## config.mk

```make
export PLATFORM = sky130hd
export DESIGN_NAME = acc_top
export DESIGN_NICKNAME = d
export VERILOG_FILES = /design/src/include/acc_pkg.sv /design/src/include/acc_conv_if.sv /design/src/rtl/acc_cmp_sync.sv /design/src/rtl/acc_conv_seq.sv /design/src/rtl/acc_top.sv
export VERILOG_INCLUDE_DIRS = /design/src /design/src/include
export SDC_FILE = /design/constraint.sdc
export NUM_CORES = 1
export LEC_CHECK = 0
export BUFFER_PORTS_ARGS = -buffer_cell sky130_fd_sc_hd__buf_2
export CORE_MARGIN = 5
export CORE_UTILIZATION = 56
export DETAILED_ROUTE_END_ITERATION = 7
export PLACE_DENSITY_LB_ADDON = 0.3
export SLEW_MARGIN = 15
export SYNTH_ARGS = -nofsm -noshare
export SYNTH_HDL_FRONTEND = slang
export SYNTH_SLANG_ARGS = --single-unit
export TNS_END_PERCENT = 10
```

## constraint.sdc

```tcl
create_clock -name clk_i -period 2.7 [get_ports clk_i]
set_input_delay 0.27 -clock clk_i [delete_from_list [all_inputs] [get_ports clk_i]]
set_output_delay 0.27 -clock clk_i [all_outputs]
set_load 0.02 [all_outputs]
```

## src/include/acc_cfg.svh

```systemverilog
// Register map, field positions, reset values and counts for the comparator and converter control
// ************************************************************
// Function
// - Disable bit powers the comparator off
// - Bandgap select picks comparator positive input
// - Result bit is synchronized comparator output
// - Mode-matched event sets flag; vector/W1C clear
// - Request needs local and global enable
// - Capture routing feeds comparator to timer
// - Mode field: toggle, reserved, fall, rise
// - Mux enable with converter off picks channel
// - Pin disable kills buffer, input reads zero
// - Channel and reference act only when enabled
// - Result right adjusted, left when aligned
// - Low read locks results until high read
// - Done flag rises even for dropped result
// - Start bit reads one while converting
// - Channel change waits for conversion end
// - Trigger edge resets prescaler and starts
// - Held trigger or busy edge starts nothing
// - Trigger flags set even when masked
// - Own done flag trigger runs freely
// - Start bit works with auto trigger
// - Conversion lasts 13, first one 25
// - Prescaler runs only while enabled
// ************************************************************
`ifndef ACC_CFG_SVH
`define ACC_CFG_SVH

// Register offsets
`define ACC_OFS_CMP     3'h0
`define ACC_OFS_DIS     3'h1
`define ACC_OFS_CTA     3'h2
`define ACC_OFS_CTB     3'h3
`define ACC_OFS_CHR     3'h4
`define ACC_OFS_RLO     3'h5
`define ACC_OFS_RHI     3'h6

// Comparator control and status fields
`define ACC_CMP_OFF     7
`define ACC_CMP_BG      6
`define ACC_CMP_RES     5
`define ACC_CMP_FLAG    4
`define ACC_CMP_IE      3
`define ACC_CMP_CAP     2
`define ACC_CMP_MODE_HI 1
`define ACC_CMP_MODE_LO 0
`define ACC_MODE_TOGGLE 2'h0
`define ACC_MODE_RSVD   2'h1
`define ACC_MODE_FALL   2'h2
`define ACC_MODE_RISE   2'h3

// Pin input disable fields
`define ACC_DIS_NEG     1
`define ACC_DIS_POS     0

// Converter control fields
`define ACC_CTA_EN      7
`define ACC_CTA_START   6
`define ACC_CTA_AUTO    5
`define ACC_CTA_FLAG    4
`define ACC_CTA_IE      3
`define ACC_CTA_PS_HI   2
`define ACC_CTB_MUX     6
`define ACC_CTB_TS_HI   2
`define ACC_CHR_REF_HI  7
`define ACC_CHR_REF_LO  6
`define ACC_CHR_LEFT    5
`define ACC_CHR_CH_HI   2
`define ACC_TRIG_SELF   3'h0

// Reset values and counts
`define ACC_RST_BYTE    8'h00
`define ACC_PAD6        6'h00
`define ACC_LEN_NORMAL  5'h0D
`define ACC_LEN_FIRST   5'h19
`define ACC_PS_MIN      3'h1

`endif

```

## src/include/acc_pkg.sv

```systemverilog
// Types shared by the comparator and converter control modules
package acc_pkg;
	// Sequencer states, Gray along idle, armed, busy
	typedef enum logic [1:0] {
		ST_IDLE  = 2'h0,
		ST_ARMED = 2'h1,
		ST_BUSY  = 2'h3
	} acc_seq_t;
	typedef logic [9:0] acc_result_t;
endpackage

```

## src/include/acc_conv_if.sv

```systemverilog
`timescale 1ns/1ps
// Control and status between the register file and the conversion sequencer
interface acc_conv_if;
	logic       en;      // Converter powered and clocked
	logic       start;   // One-cycle software start
	logic       trig;    // One-cycle trigger edge
	logic       restart; // Relaunch at completion
	logic [2:0] ps;      // Prescaler select
	logic       busy;    // Start pending or converting
	logic       done;    // One-cycle completion pulse
	logic       sample;  // One-cycle launch toward the core
	modport ctl (output en, start, trig, restart, ps, input busy, done, sample);
	modport seq (input en, start, trig, restart, ps, output busy, done, sample);
endinterface

```

## src/rtl/acc_cmp_sync.sv

```systemverilog
`timescale 1ns/1ps
// Comparator output synchronizer and edge detector
module acc_cmp_sync (
	// Clock, reset, enable
	input  wire logic clk_i,
	input  wire logic rst_b_i,
	input  wire logic ce_i,
	// Comparator
	input  wire logic raw_i,
	output logic      res_o,
	output logic      rise_o,
	output logic      fall_o
);
	logic s1_q;
	logic res_q;
	logic prev_q;

	// Two stages; only the second is ever looked at
	always_ff @(posedge clk_i) begin
		if (!rst_b_i) begin
			s1_q   <= 1'b0;
			res_q  <= 1'b0;
			prev_q <= 1'b0;
		end else if (ce_i) begin
			s1_q   <= raw_i;
			res_q  <= s1_q;
			prev_q <= res_q;
		end
	end

	// Edges are pulses only while clocked
	assign res_o  = res_q;
	assign rise_o = ce_i & res_q & ~prev_q;
	assign fall_o = ce_i & ~res_q & prev_q;
endmodule

```

## src/rtl/acc_conv_seq.sv

```systemverilog
`timescale 1ns/1ps
`include "acc_cfg.svh"
// Converter prescaler and conversion sequencer
module acc_conv_seq #(
	parameter int PS_W = 7
) (
	// Clock, reset, enable
	input  wire logic clk_i,
	input  wire logic rst_b_i,
	input  wire logic ce_i,
	// Control
	acc_conv_if.seq   cv
);
	acc_pkg::acc_seq_t st_q, st_d;
	logic [PS_W-1:0]   pre_q;
	logic [4:0]        cyc_q;
	logic              first_q;

	// Prescaler terminal count and conversion length
	wire [2:0]      ps_eff = (cv.ps < `ACC_PS_MIN) ? `ACC_PS_MIN : cv.ps;
	wire [PS_W-1:0] top    = PS_W'((8'h01 << ps_eff) - 8'h01);
	wire            tick   = (pre_q == top);
	wire [4:0]      last_c = (first_q ? `ACC_LEN_FIRST : `ACC_LEN_NORMAL) - 5'h01;
	wire            last   = (st_q == acc_pkg::ST_BUSY) && tick && (cyc_q == last_c);

	assign cv.busy   = (st_q != acc_pkg::ST_IDLE);
	assign cv.done   = ce_i & last;
	assign cv.sample = ce_i & tick & ((st_q == acc_pkg::ST_ARMED) | (last & cv.restart)); // Free run too

	// Next state; free running stays busy across completion
	always_comb begin
		st_d = st_q;
		unique case (st_q)
			acc_pkg::ST_IDLE:  if (cv.start || cv.trig) st_d = acc_pkg::ST_ARMED;
			acc_pkg::ST_ARMED: if (tick) st_d = acc_pkg::ST_BUSY;
			acc_pkg::ST_BUSY:  if (last && !cv.restart) st_d = acc_pkg::ST_IDLE;
			default:           st_d = acc_pkg::ST_IDLE;
		endcase
		if (!cv.en) st_d = acc_pkg::ST_IDLE;
	end

	// Prescaler held at zero when off, cleared on a trigger
	always_ff @(posedge clk_i) begin
		if (!rst_b_i) pre_q <= '0;
		else if (ce_i) pre_q <= (!cv.en || cv.trig || tick) ? '0 : pre_q + 1'b1;
	end

	// State, cycle count and first-conversion marker
	always_ff @(posedge clk_i) begin
		if (!rst_b_i) begin
			st_q    <= acc_pkg::ST_IDLE;
			cyc_q   <= 5'h00;
			first_q <= 1'b1;
		end else if (ce_i) begin
			st_q    <= st_d;
			cyc_q   <= (st_q != acc_pkg::ST_BUSY || last) ? 5'h00 : cyc_q + 5'(tick);
			first_q <= !cv.en || (first_q && !last);
		end
	end
endmodule

```

## src/rtl/acc_top.sv

```systemverilog
`timescale 1ns/1ps
`include "acc_cfg.svh"
// Comparator and converter control: register file, flags, routing, result lock
module acc_top #(
	parameter int AW = 3
) (
	// Clock, reset and clock enable
	input  wire logic          clk_i,
	input  wire logic          rst_b_i,
	input  wire logic          ce_i,
	// Register port
	input  wire logic [AW-1:0] addr_i,
	input  wire logic [7:0]    wdata_i,
	input  wire logic          wr_i,
	input  wire logic          rd_i,
	output logic      [7:0]    rdata_o,
	// Interrupt controller side
	input  wire logic          gie_i,
	input  wire logic          cmp_vec_ack_i,
	input  wire logic          conv_vec_ack_i,
	output logic               cmp_irq_o,
	output logic               conv_irq_o,
	// Comparator analog side
	input  wire logic          cmp_out_i,
	output logic               comparator_power_off_o,
	output logic               bandgap_positive_select_o,
	output logic               neg_from_mux_o,
	output logic      [2:0]    neg_channel_o,
	output logic               capture_o,
	// Comparator pin digital inputs
	input  wire logic [1:0]    pin_raw_i,
	output logic      [1:0]    pin_buf_off_o,
	output logic      [1:0]    pin_in_o,
	// Converter core
	input  wire logic          power_reduce_i,
	input  wire logic [7:0]    trig_i,
	input  wire logic [9:0]    conv_data_i,
	output logic               conv_on_o,
	output logic               conv_sample_o,
	output logic      [2:0]    conv_channel_o,
	output logic      [1:0]    conv_reference_o
);
	// ************************************************************
	// Declarations
	// ************************************************************
	acc_conv_if cv ();

	logic [7:0]           cmp_ctl_q;
	logic [1:0]           dis_q;
	logic [7:0]           cta_q;
	logic [7:0]           ctb_q;
	logic [7:0]           chr_q;
	logic                 cmp_flag_q;
	logic                 conv_flag_q;
	logic                 lock_q;
	logic                 start_q;
	logic                 trig_q;
	logic                 capture_q;
	logic                 sample_q;
	logic [1:0]           pin_in_q;
	logic [2:0]           ch_q;
	logic [1:0]           ref_q;
	logic [7:0]           rdata_q;
	acc_pkg::acc_result_t result_q;
	logic                 cmp_res;
	logic                 cmp_rise;
	logic                 cmp_fall;

	// Address match, shared by read and write decode
	function automatic logic hit(input logic [AW-1:0] a, input logic [2:0] ofs);
		hit = (a == AW'(ofs));
	endfunction

	// ************************************************************
	// Bus decode
	// ************************************************************
	wire w_cmp = wr_i & hit(addr_i, `ACC_OFS_CMP);
	wire w_dis = wr_i & hit(addr_i, `ACC_OFS_DIS);
	wire w_cta = wr_i & hit(addr_i, `ACC_OFS_CTA);
	wire w_ctb = wr_i & hit(addr_i, `ACC_OFS_CTB);
	wire w_chr = wr_i & hit(addr_i, `ACC_OFS_CHR);
	wire r_lo  = rd_i & hit(addr_i, `ACC_OFS_RLO);
	wire r_hi  = rd_i & hit(addr_i, `ACC_OFS_RHI);

	// ************************************************************
	// Comparator
	// ************************************************************
	acc_cmp_sync u_cmp (
		.clk_i   (clk_i),
		.rst_b_i (rst_b_i),
		.ce_i    (ce_i),
		.raw_i   (cmp_out_i),
		.res_o   (cmp_res),
		.rise_o  (cmp_rise),
		.fall_o  (cmp_fall)
	);

	// Mode decode; the reserved code raises nothing
	wire [1:0] mode    = cmp_ctl_q[`ACC_CMP_MODE_HI:`ACC_CMP_MODE_LO];
	wire       cmp_evt = (mode == `ACC_MODE_TOGGLE) ? (cmp_rise | cmp_fall) :
	                     (mode == `ACC_MODE_FALL)   ? cmp_fall :
	                     (mode == `ACC_MODE_RISE)   ? cmp_rise : 1'b0;
	wire       cmp_clr = cmp_vec_ack_i | (w_cmp & wdata_i[`ACC_CMP_FLAG]);
	wire       cmp_ie  = cmp_ctl_q[`ACC_CMP_IE];

	// Comparator control; result and flag bits are stored here but read back from live state
	always_ff @(posedge clk_i) begin
		if (!rst_b_i) cmp_ctl_q <= `ACC_RST_BYTE;
		else if (ce_i && w_cmp) cmp_ctl_q <= wdata_i;
	end

	// Event flag; a new event beats a clear in the same cycle
	always_ff @(posedge clk_i) begin
		if (!rst_b_i) cmp_flag_q <= 1'b0;
		else if (ce_i) cmp_flag_q <= cmp_evt | (cmp_flag_q & ~cmp_clr);
	end

	// Analog controls straight from the register bits
	assign comparator_power_off_o    = cmp_ctl_q[`ACC_CMP_OFF];
	assign bandgap_positive_select_o = cmp_ctl_q[`ACC_CMP_BG];
	assign cmp_irq_o = cmp_flag_q & cmp_ie & gie_i;

	// Negative input from the channel mux only with converter off
	assign neg_from_mux_o = ctb_q[`ACC_CTB_MUX] & ~cta_q[`ACC_CTA_EN];
	assign neg_channel_o  = chr_q[`ACC_CHR_CH_HI:0];

	// Capture path and pin inputs are registered to keep outputs clean
	always_ff @(posedge clk_i) begin
		if (!rst_b_i) begin
			capture_q <= 1'b0;
			pin_in_q  <= 2'h0;
		end else if (ce_i) begin
			capture_q <= cmp_res & cmp_ctl_q[`ACC_CMP_CAP];
			pin_in_q  <= pin_raw_i & ~dis_q;
		end
	end
	assign capture_o     = capture_q;
	assign pin_in_o      = pin_in_q;
	assign pin_buf_off_o = dis_q;

	// Pin input disable register
	always_ff @(posedge clk_i) begin
		if (!rst_b_i) dis_q <= 2'h0;
		else if (ce_i && w_dis) dis_q <= wdata_i[`ACC_DIS_NEG:`ACC_DIS_POS];
	end

	// ************************************************************
	// Converter control
	// ************************************************************
	// Power reduction keeps the converter off whatever software enables
	wire conv_en  = cta_q[`ACC_CTA_EN] & ~power_reduce_i;
	wire conv_bsy = cv.busy | start_q;
	wire [2:0] ts = ctb_q[`ACC_CTB_TS_HI:0];
	wire self_ts  = (ts == `ACC_TRIG_SELF);
	wire auto_en  = cta_q[`ACC_CTA_AUTO];
	// Start uses the written enable so one write can enable and start
	wire go       = w_cta & wdata_i[`ACC_CTA_START] & wdata_i[`ACC_CTA_EN] & ~power_reduce_i
	                & ~conv_bsy;
	wire trig_sel = trig_i[ts];
	// Only a fresh edge while idle counts; a level left high is ignored
	wire trig_edge = trig_sel & ~trig_q & auto_en & ~self_ts & ~conv_bsy;
	wire conv_clr  = conv_vec_ack_i | (w_cta & wdata_i[`ACC_CTA_FLAG]);

	assign cv.en      = conv_en;
	assign cv.start   = start_q;
	assign cv.trig    = trig_edge;
	assign cv.restart = auto_en & self_ts;
	assign cv.ps      = cta_q[`ACC_CTA_PS_HI:0];

	acc_conv_seq u_seq (
		.clk_i   (clk_i),
		.rst_b_i (rst_b_i),
		.ce_i    (ce_i),
		.cv      (cv.seq)
	);

	// Control register A; start and flag bits are live state
	always_ff @(posedge clk_i) begin
		if (!rst_b_i) cta_q <= `ACC_RST_BYTE;
		else if (ce_i && w_cta) cta_q <= wdata_i;
	end

	// Control register B
	always_ff @(posedge clk_i) begin
		if (!rst_b_i) ctb_q <= `ACC_RST_BYTE;
		else if (ce_i && w_ctb) ctb_q <= wdata_i;
	end

	// Channel and reference register as written by software
	always_ff @(posedge clk_i) begin
		if (!rst_b_i) chr_q <= `ACC_RST_BYTE;
		else if (ce_i && w_chr) chr_q <= wdata_i;
	end

	// Start request and trigger history
	always_ff @(posedge clk_i) begin
		if (!rst_b_i) begin
			start_q <= 1'b0;
			trig_q  <= 1'b0;
		end else if (ce_i) begin
			start_q <= go;
			trig_q  <= trig_sel;
		end
	end

	// Selection reaches the core only when enabled and not converting
	wire sel_upd = conv_en & (~cv.busy | cv.done);
	always_ff @(posedge clk_i) begin
		if (!rst_b_i) begin
			ch_q  <= 3'h0;
			ref_q <= 2'h0;
		end else if (ce_i && sel_upd) begin
			ch_q  <= chr_q[`ACC_CHR_CH_HI:0];
			ref_q <= chr_q[`ACC_CHR_REF_HI:`ACC_CHR_REF_LO];
		end
	end
	assign conv_channel_o   = ch_q;
	assign conv_reference_o = ref_q;

	// Launch strobe toward the core
	always_ff @(posedge clk_i) begin
		if (!rst_b_i) sample_q <= 1'b0;
		else if (ce_i) sample_q <= cv.sample;
	end
	assign conv_sample_o = sample_q;
	assign conv_on_o     = conv_en;

	// Done flag rises even when the result is dropped; set beats clear
	always_ff @(posedge clk_i) begin
		if (!rst_b_i) conv_flag_q <= 1'b0;
		else if (ce_i) conv_flag_q <= cv.done | (conv_flag_q & ~conv_clr);
	end
	assign conv_irq_o = conv_flag_q & cta_q[`ACC_CTA_IE] & gie_i;

	// ************************************************************
	// Result registers and read lock
	// ************************************************************
	// Low read locks, high read frees; a result done in the low read's own cycle still lands and can tear the pair
	always_ff @(posedge clk_i) begin
		if (!rst_b_i) lock_q <= 1'b0;
		else if (ce_i) lock_q <= r_lo | (lock_q & ~r_hi);
	end

	always_ff @(posedge clk_i) begin
		if (!rst_b_i) result_q <= '0;
		else if (ce_i && cv.done && !lock_q) result_q <= conv_data_i;
	end

	// Alignment is applied on read, so it may change after the fact
	wire       left = chr_q[`ACC_CHR_LEFT];
	wire [7:0] rlo  = left ? {result_q[1:0], `ACC_PAD6} : result_q[7:0];
	wire [7:0] rhi  = left ? result_q[9:2] : {`ACC_PAD6, result_q[9:8]};

	// ************************************************************
	// Read data
	// ************************************************************
	wire [7:0] cmp_rd = {cmp_ctl_q[7:6], cmp_res, cmp_flag_q, cmp_ctl_q[3:0]};
	wire [7:0] cta_rd = {cta_q[7], conv_bsy, cta_q[5], conv_flag_q, cta_q[3:0]};
	wire [7:0] rd_val = hit(addr_i, `ACC_OFS_CMP) ? cmp_rd :
	                    hit(addr_i, `ACC_OFS_DIS) ? {6'h00, dis_q} :
	                    hit(addr_i, `ACC_OFS_CTA) ? cta_rd :
	                    hit(addr_i, `ACC_OFS_CTB) ? ctb_q :
	                    hit(addr_i, `ACC_OFS_CHR) ? chr_q :
	                    hit(addr_i, `ACC_OFS_RLO) ? rlo :
	                    hit(addr_i, `ACC_OFS_RHI) ? rhi : 8'h00;

	// Data stands only in the cycle after the strobe
	always_ff @(posedge clk_i) begin
		if (!rst_b_i) rdata_q <= 8'h00;
		else if (ce_i) rdata_q <= rd_i ? rd_val : 8'h00;
	end
	assign rdata_o = rdata_q;
endmodule
```

==> out/results.txt <==
Crit. End Element: register
Register area share after synthesis: 41.6%
Initial core utilization: 57.0%
Hold WC Path Type: input port to register
DR top layer: met4
Synth Flop Type: dfxtp_1
Final core area utilization: 65.7%
Sink Count: 80
Max-slew violation count: 0
Max VDD drop: 0.000315 V
Die Y-Extent: 92.9 um
Mapped Area: 3850 um^2
Synth cell types: 55
Via count: 3531
CP bufs+invs: 0
Post-synth top area cell: dfxtp_1
PwrDens: 526 nW/um^2
Io pins: 69
1st-iter DRT viols: 206
Number of CTS-inserted buffers: 9
Ys async rst share: 0%
Total routed wirelength: 10.0 mm
Kind of cell adding the most delay to the critical path: compound AO/OA/AOI/OAI gates
Fmax: 439 MHz
ANT nets after route: 0
Status: finished clean
CTS tree: built
Layout Nets: 545
Drt first pass iters: 5
Vias per inst: 6.03
Row count: 30
Hold_buf cts: 0
Worst Skew: 0.00625 ns
Lkg Pwr: 1.94 nW
Postcts setup bufs: 0
Gates resized, CTS repair: 0
Number of diodes: 0
Critical path cell sequence: nand2_2, a21o_1, a221o_1, nor4_4, o211a_1, mux2i_1, nor2_1
Post-DP HPWL: 7.31 mm
Setup violators final: 0
CP Launch Type: register
Total GRT Usage: 24.1%
Yosys top cell area share: 41.6%
Wire length per cell: 17.1 um
Die area: 8630 um^2
Reg clk slew, reported paths: 0.08 ns
Setup TNS: 0 ns
DRC errors left: 0
Tmin final: 2.28 ns
Core ar.: 6760 um^2
Yosys reg bits: 80
Arrival time at the worst endpoint: 2.51 ns
Number of max-cap violations: 0
Fin. Hold Viols: 0
GPL Wtd Cong: 0.849
Worst-Skew Late Latency: 0.35 ns
Crit-path slowest cell: dfxtp_1
WS Path Type: register to register
Number of I/O port buffers: 68
Relative slew slack: 60.0%
Total grt overflow: 0
Hold Crit Start: conv_data_i[5]
Die Width: 92.9 um
Mapped Cells: 441
DR WL met2: 5.01 mm
Layout area overhead: 15.4%
Mapped Avg Cell Area: 8.73 um^2
M1 WL: 4.21 mm
Worst EP required: 2.94 ns
Vias in the first global route: 3419
Met3 WL post-DR: 496 um
Buffer depth of the longest clock path: 2
Syn Nets: 485
Syn. warnings: 0
Root buffer cell: clkbuf_8
Reg-to-Reg Start: cta_q[1]$_SDFFE_PN0P_
Actual slew at the worst max-slew pin: 0.598 ns
Largest net degree at the start of global routing: 31
Post-synth EDFFs: 0
Synth area leaders: dfxtp_1, mux2i_1, nor2_1
Layout cells sized above 1: 20.6%
Critical path origin: cta_q[1]$_SDFFE_PN0P_
Clock H-tree levels: 3
CP peak stage delay: 0.49 ns
Global-route wire length before repair: 16.5 mm
CP Max Fanout: 8
Initial antenna violation count: 0
Fill count: 558
Period utilization: 84.3%
Hold_ws: 0.153 ns
RSZ-0062 raised after global routing: no
[registers in the layout (all words and copies together), names as in the netlist]
name	count
cv.start	1
ctb_q	8
capture_o	1
u_seq.cyc_q	5
u_seq.first_q	1
cmp_flag_q	1
conv_flag_q	1
conv_sample_o	1
rdata_o	8
result_q	10
trig_q	1
cta_q	6
cmp_ctl_q	6
u_cmp.s1_q	1
u_cmp.prev_q	1
u_seq.st_q	2
conv_reference_o	2
lock_q	1
u_cmp.res_o	1
u_seq.pre_q	7
conv_channel_o	3
pin_buf_off_o	2
pin_in_o	2
chr_q	8
[power by group]
| part | leakage (nW) | total (W) | switching (W) | internal [W] |
|---|---|---|---|---|
| clock | 0.110 | 0.000955 | 0.000437 | 0.000518 |
| combinational | 1.18 | 0.000179 | 0.000114 | 0.0000658 |
| sequential | 0.646 | 0.00120 | 0.0000113 | 0.00119 |
[cells in the final DEF (no fill, tap or decap), types with 2 or more instances in the layout]
master | synthesis | final
nand4_1 | 6 | 6
clkinv_2 | 0 | 3
inv_1 | 10 | 10
a32oi_1 | 2 | 2
a22oi_1 | 3 | 3
dfxtp_1 | 80 | 80
mux2_2 | 5 | 5
buf_2 | 0 | 68
a21oi_1 | 28 | 28
o211ai_1 | 2 | 2
and3_1 | 3 | 3
xor2_1 | 5 | 5
xnor2_1 | 3 | 3
nor3b_1 | 3 | 3
bufinv_16 | 0 | 2
nor2b_1 | 10 | 10
ha_1 | 3 | 3
a211oi_1 | 7 | 7
mux2i_1 | 55 | 55
nor2_1 | 81 | 81
a221oi_1 | 4 | 4
nand3b_1 | 4 | 4
a221o_1 | 3 | 3
nor3_1 | 5 | 5
buf_4 | 5 | 8
clkbuf_8 | 0 | 9
nand3_1 | 10 | 10
a31oi_1 | 3 | 3
o32ai_1 | 2 | 2
o21ai_0 | 10 | 10
nor4_1 | 2 | 2
nand2_1 | 36 | 36
o22ai_1 | 3 | 3
nor3_2 | 2 | 2
[worst min-delay path: stages]
cell and delay, ns:
buf_2 0.07, mux2i_1 0.05, nor2_1 0.07
[per-layer routing]
| metal | vias up | GRT usage (%) |
|---|---|---|
| met5 | - | 0 |
| li1 | 1677 | - |
| met3 | 28 | 3.57 |
| met2 | 123 | 41.5 |
| met4 | 0 | 11.7 |
| met1 | 1703 | 29.1 |
[kinds of logic (layout without fill, tap and decap cells)]
logic type      after synthesis  after routing  synth area share, %
simple gates                169            169                 20.4
xor+xnor                      8              8                 1.82
buf+inv                      39            104                 4.29
flops                        80             80                 41.6
mux                          62             62                 17.0
fa+ha+maj                     3              3                0.975
compound gates               80             80                 13.8
[worst paths after layout]
kind | to | slack, ns | cells past startpoint
setup / recovery | conv_channel_o[0]$_SDFFE_PN0P_ | 0.42 | 7
hold / removal | result_q[5]$_SDFFE_PN0P_ | 0.15 | 3
setup reg to reg | conv_channel_o[0]$_SDFFE_PN0P_ | 0.42 | 7
hold reg to reg | pin_in_o[0]$_SDFFE_PN0P_ | 0.47 | 2
[per-stage QoR]
stage	total power [W]	worst slack [ns]	instance area, um^2	std cells
after floorplan	0.00133	0.705	3850	441
after global placement	0.00140	0.569	4230	570
after detailed placement	0.00141	0.433	4230	570
after CTS	0.00235	0.413	4440	586
after global routing	0.00243	0.214	4440	586
final	0.00234	0.423	4440	586
[final cells by class]
type	instances	area [um^2]	area share [%]
repair buffers	76	400	9.01
flip-flops and latches	80	1600	36.1
inverters	12	45.0	1.01
well taps	80	100	2.25
multi-input cells	322	2080	46.9
clock inverters	6	83.8	1.89
clock buffers	10	128	2.87
[cell usage after synthesis (6+ instances only)]
library cell,count
nor2_1,81
dfxtp_1,80
mux2i_1,55
nand2_1,36
a21oi_1,28
clkbuf_1,17
inv_1,10
nand3_1,10
nor2b_1,10
o21ai_0,10
a211oi_1,7
nand4_1,6
Power figures use the tool's default switching activity.
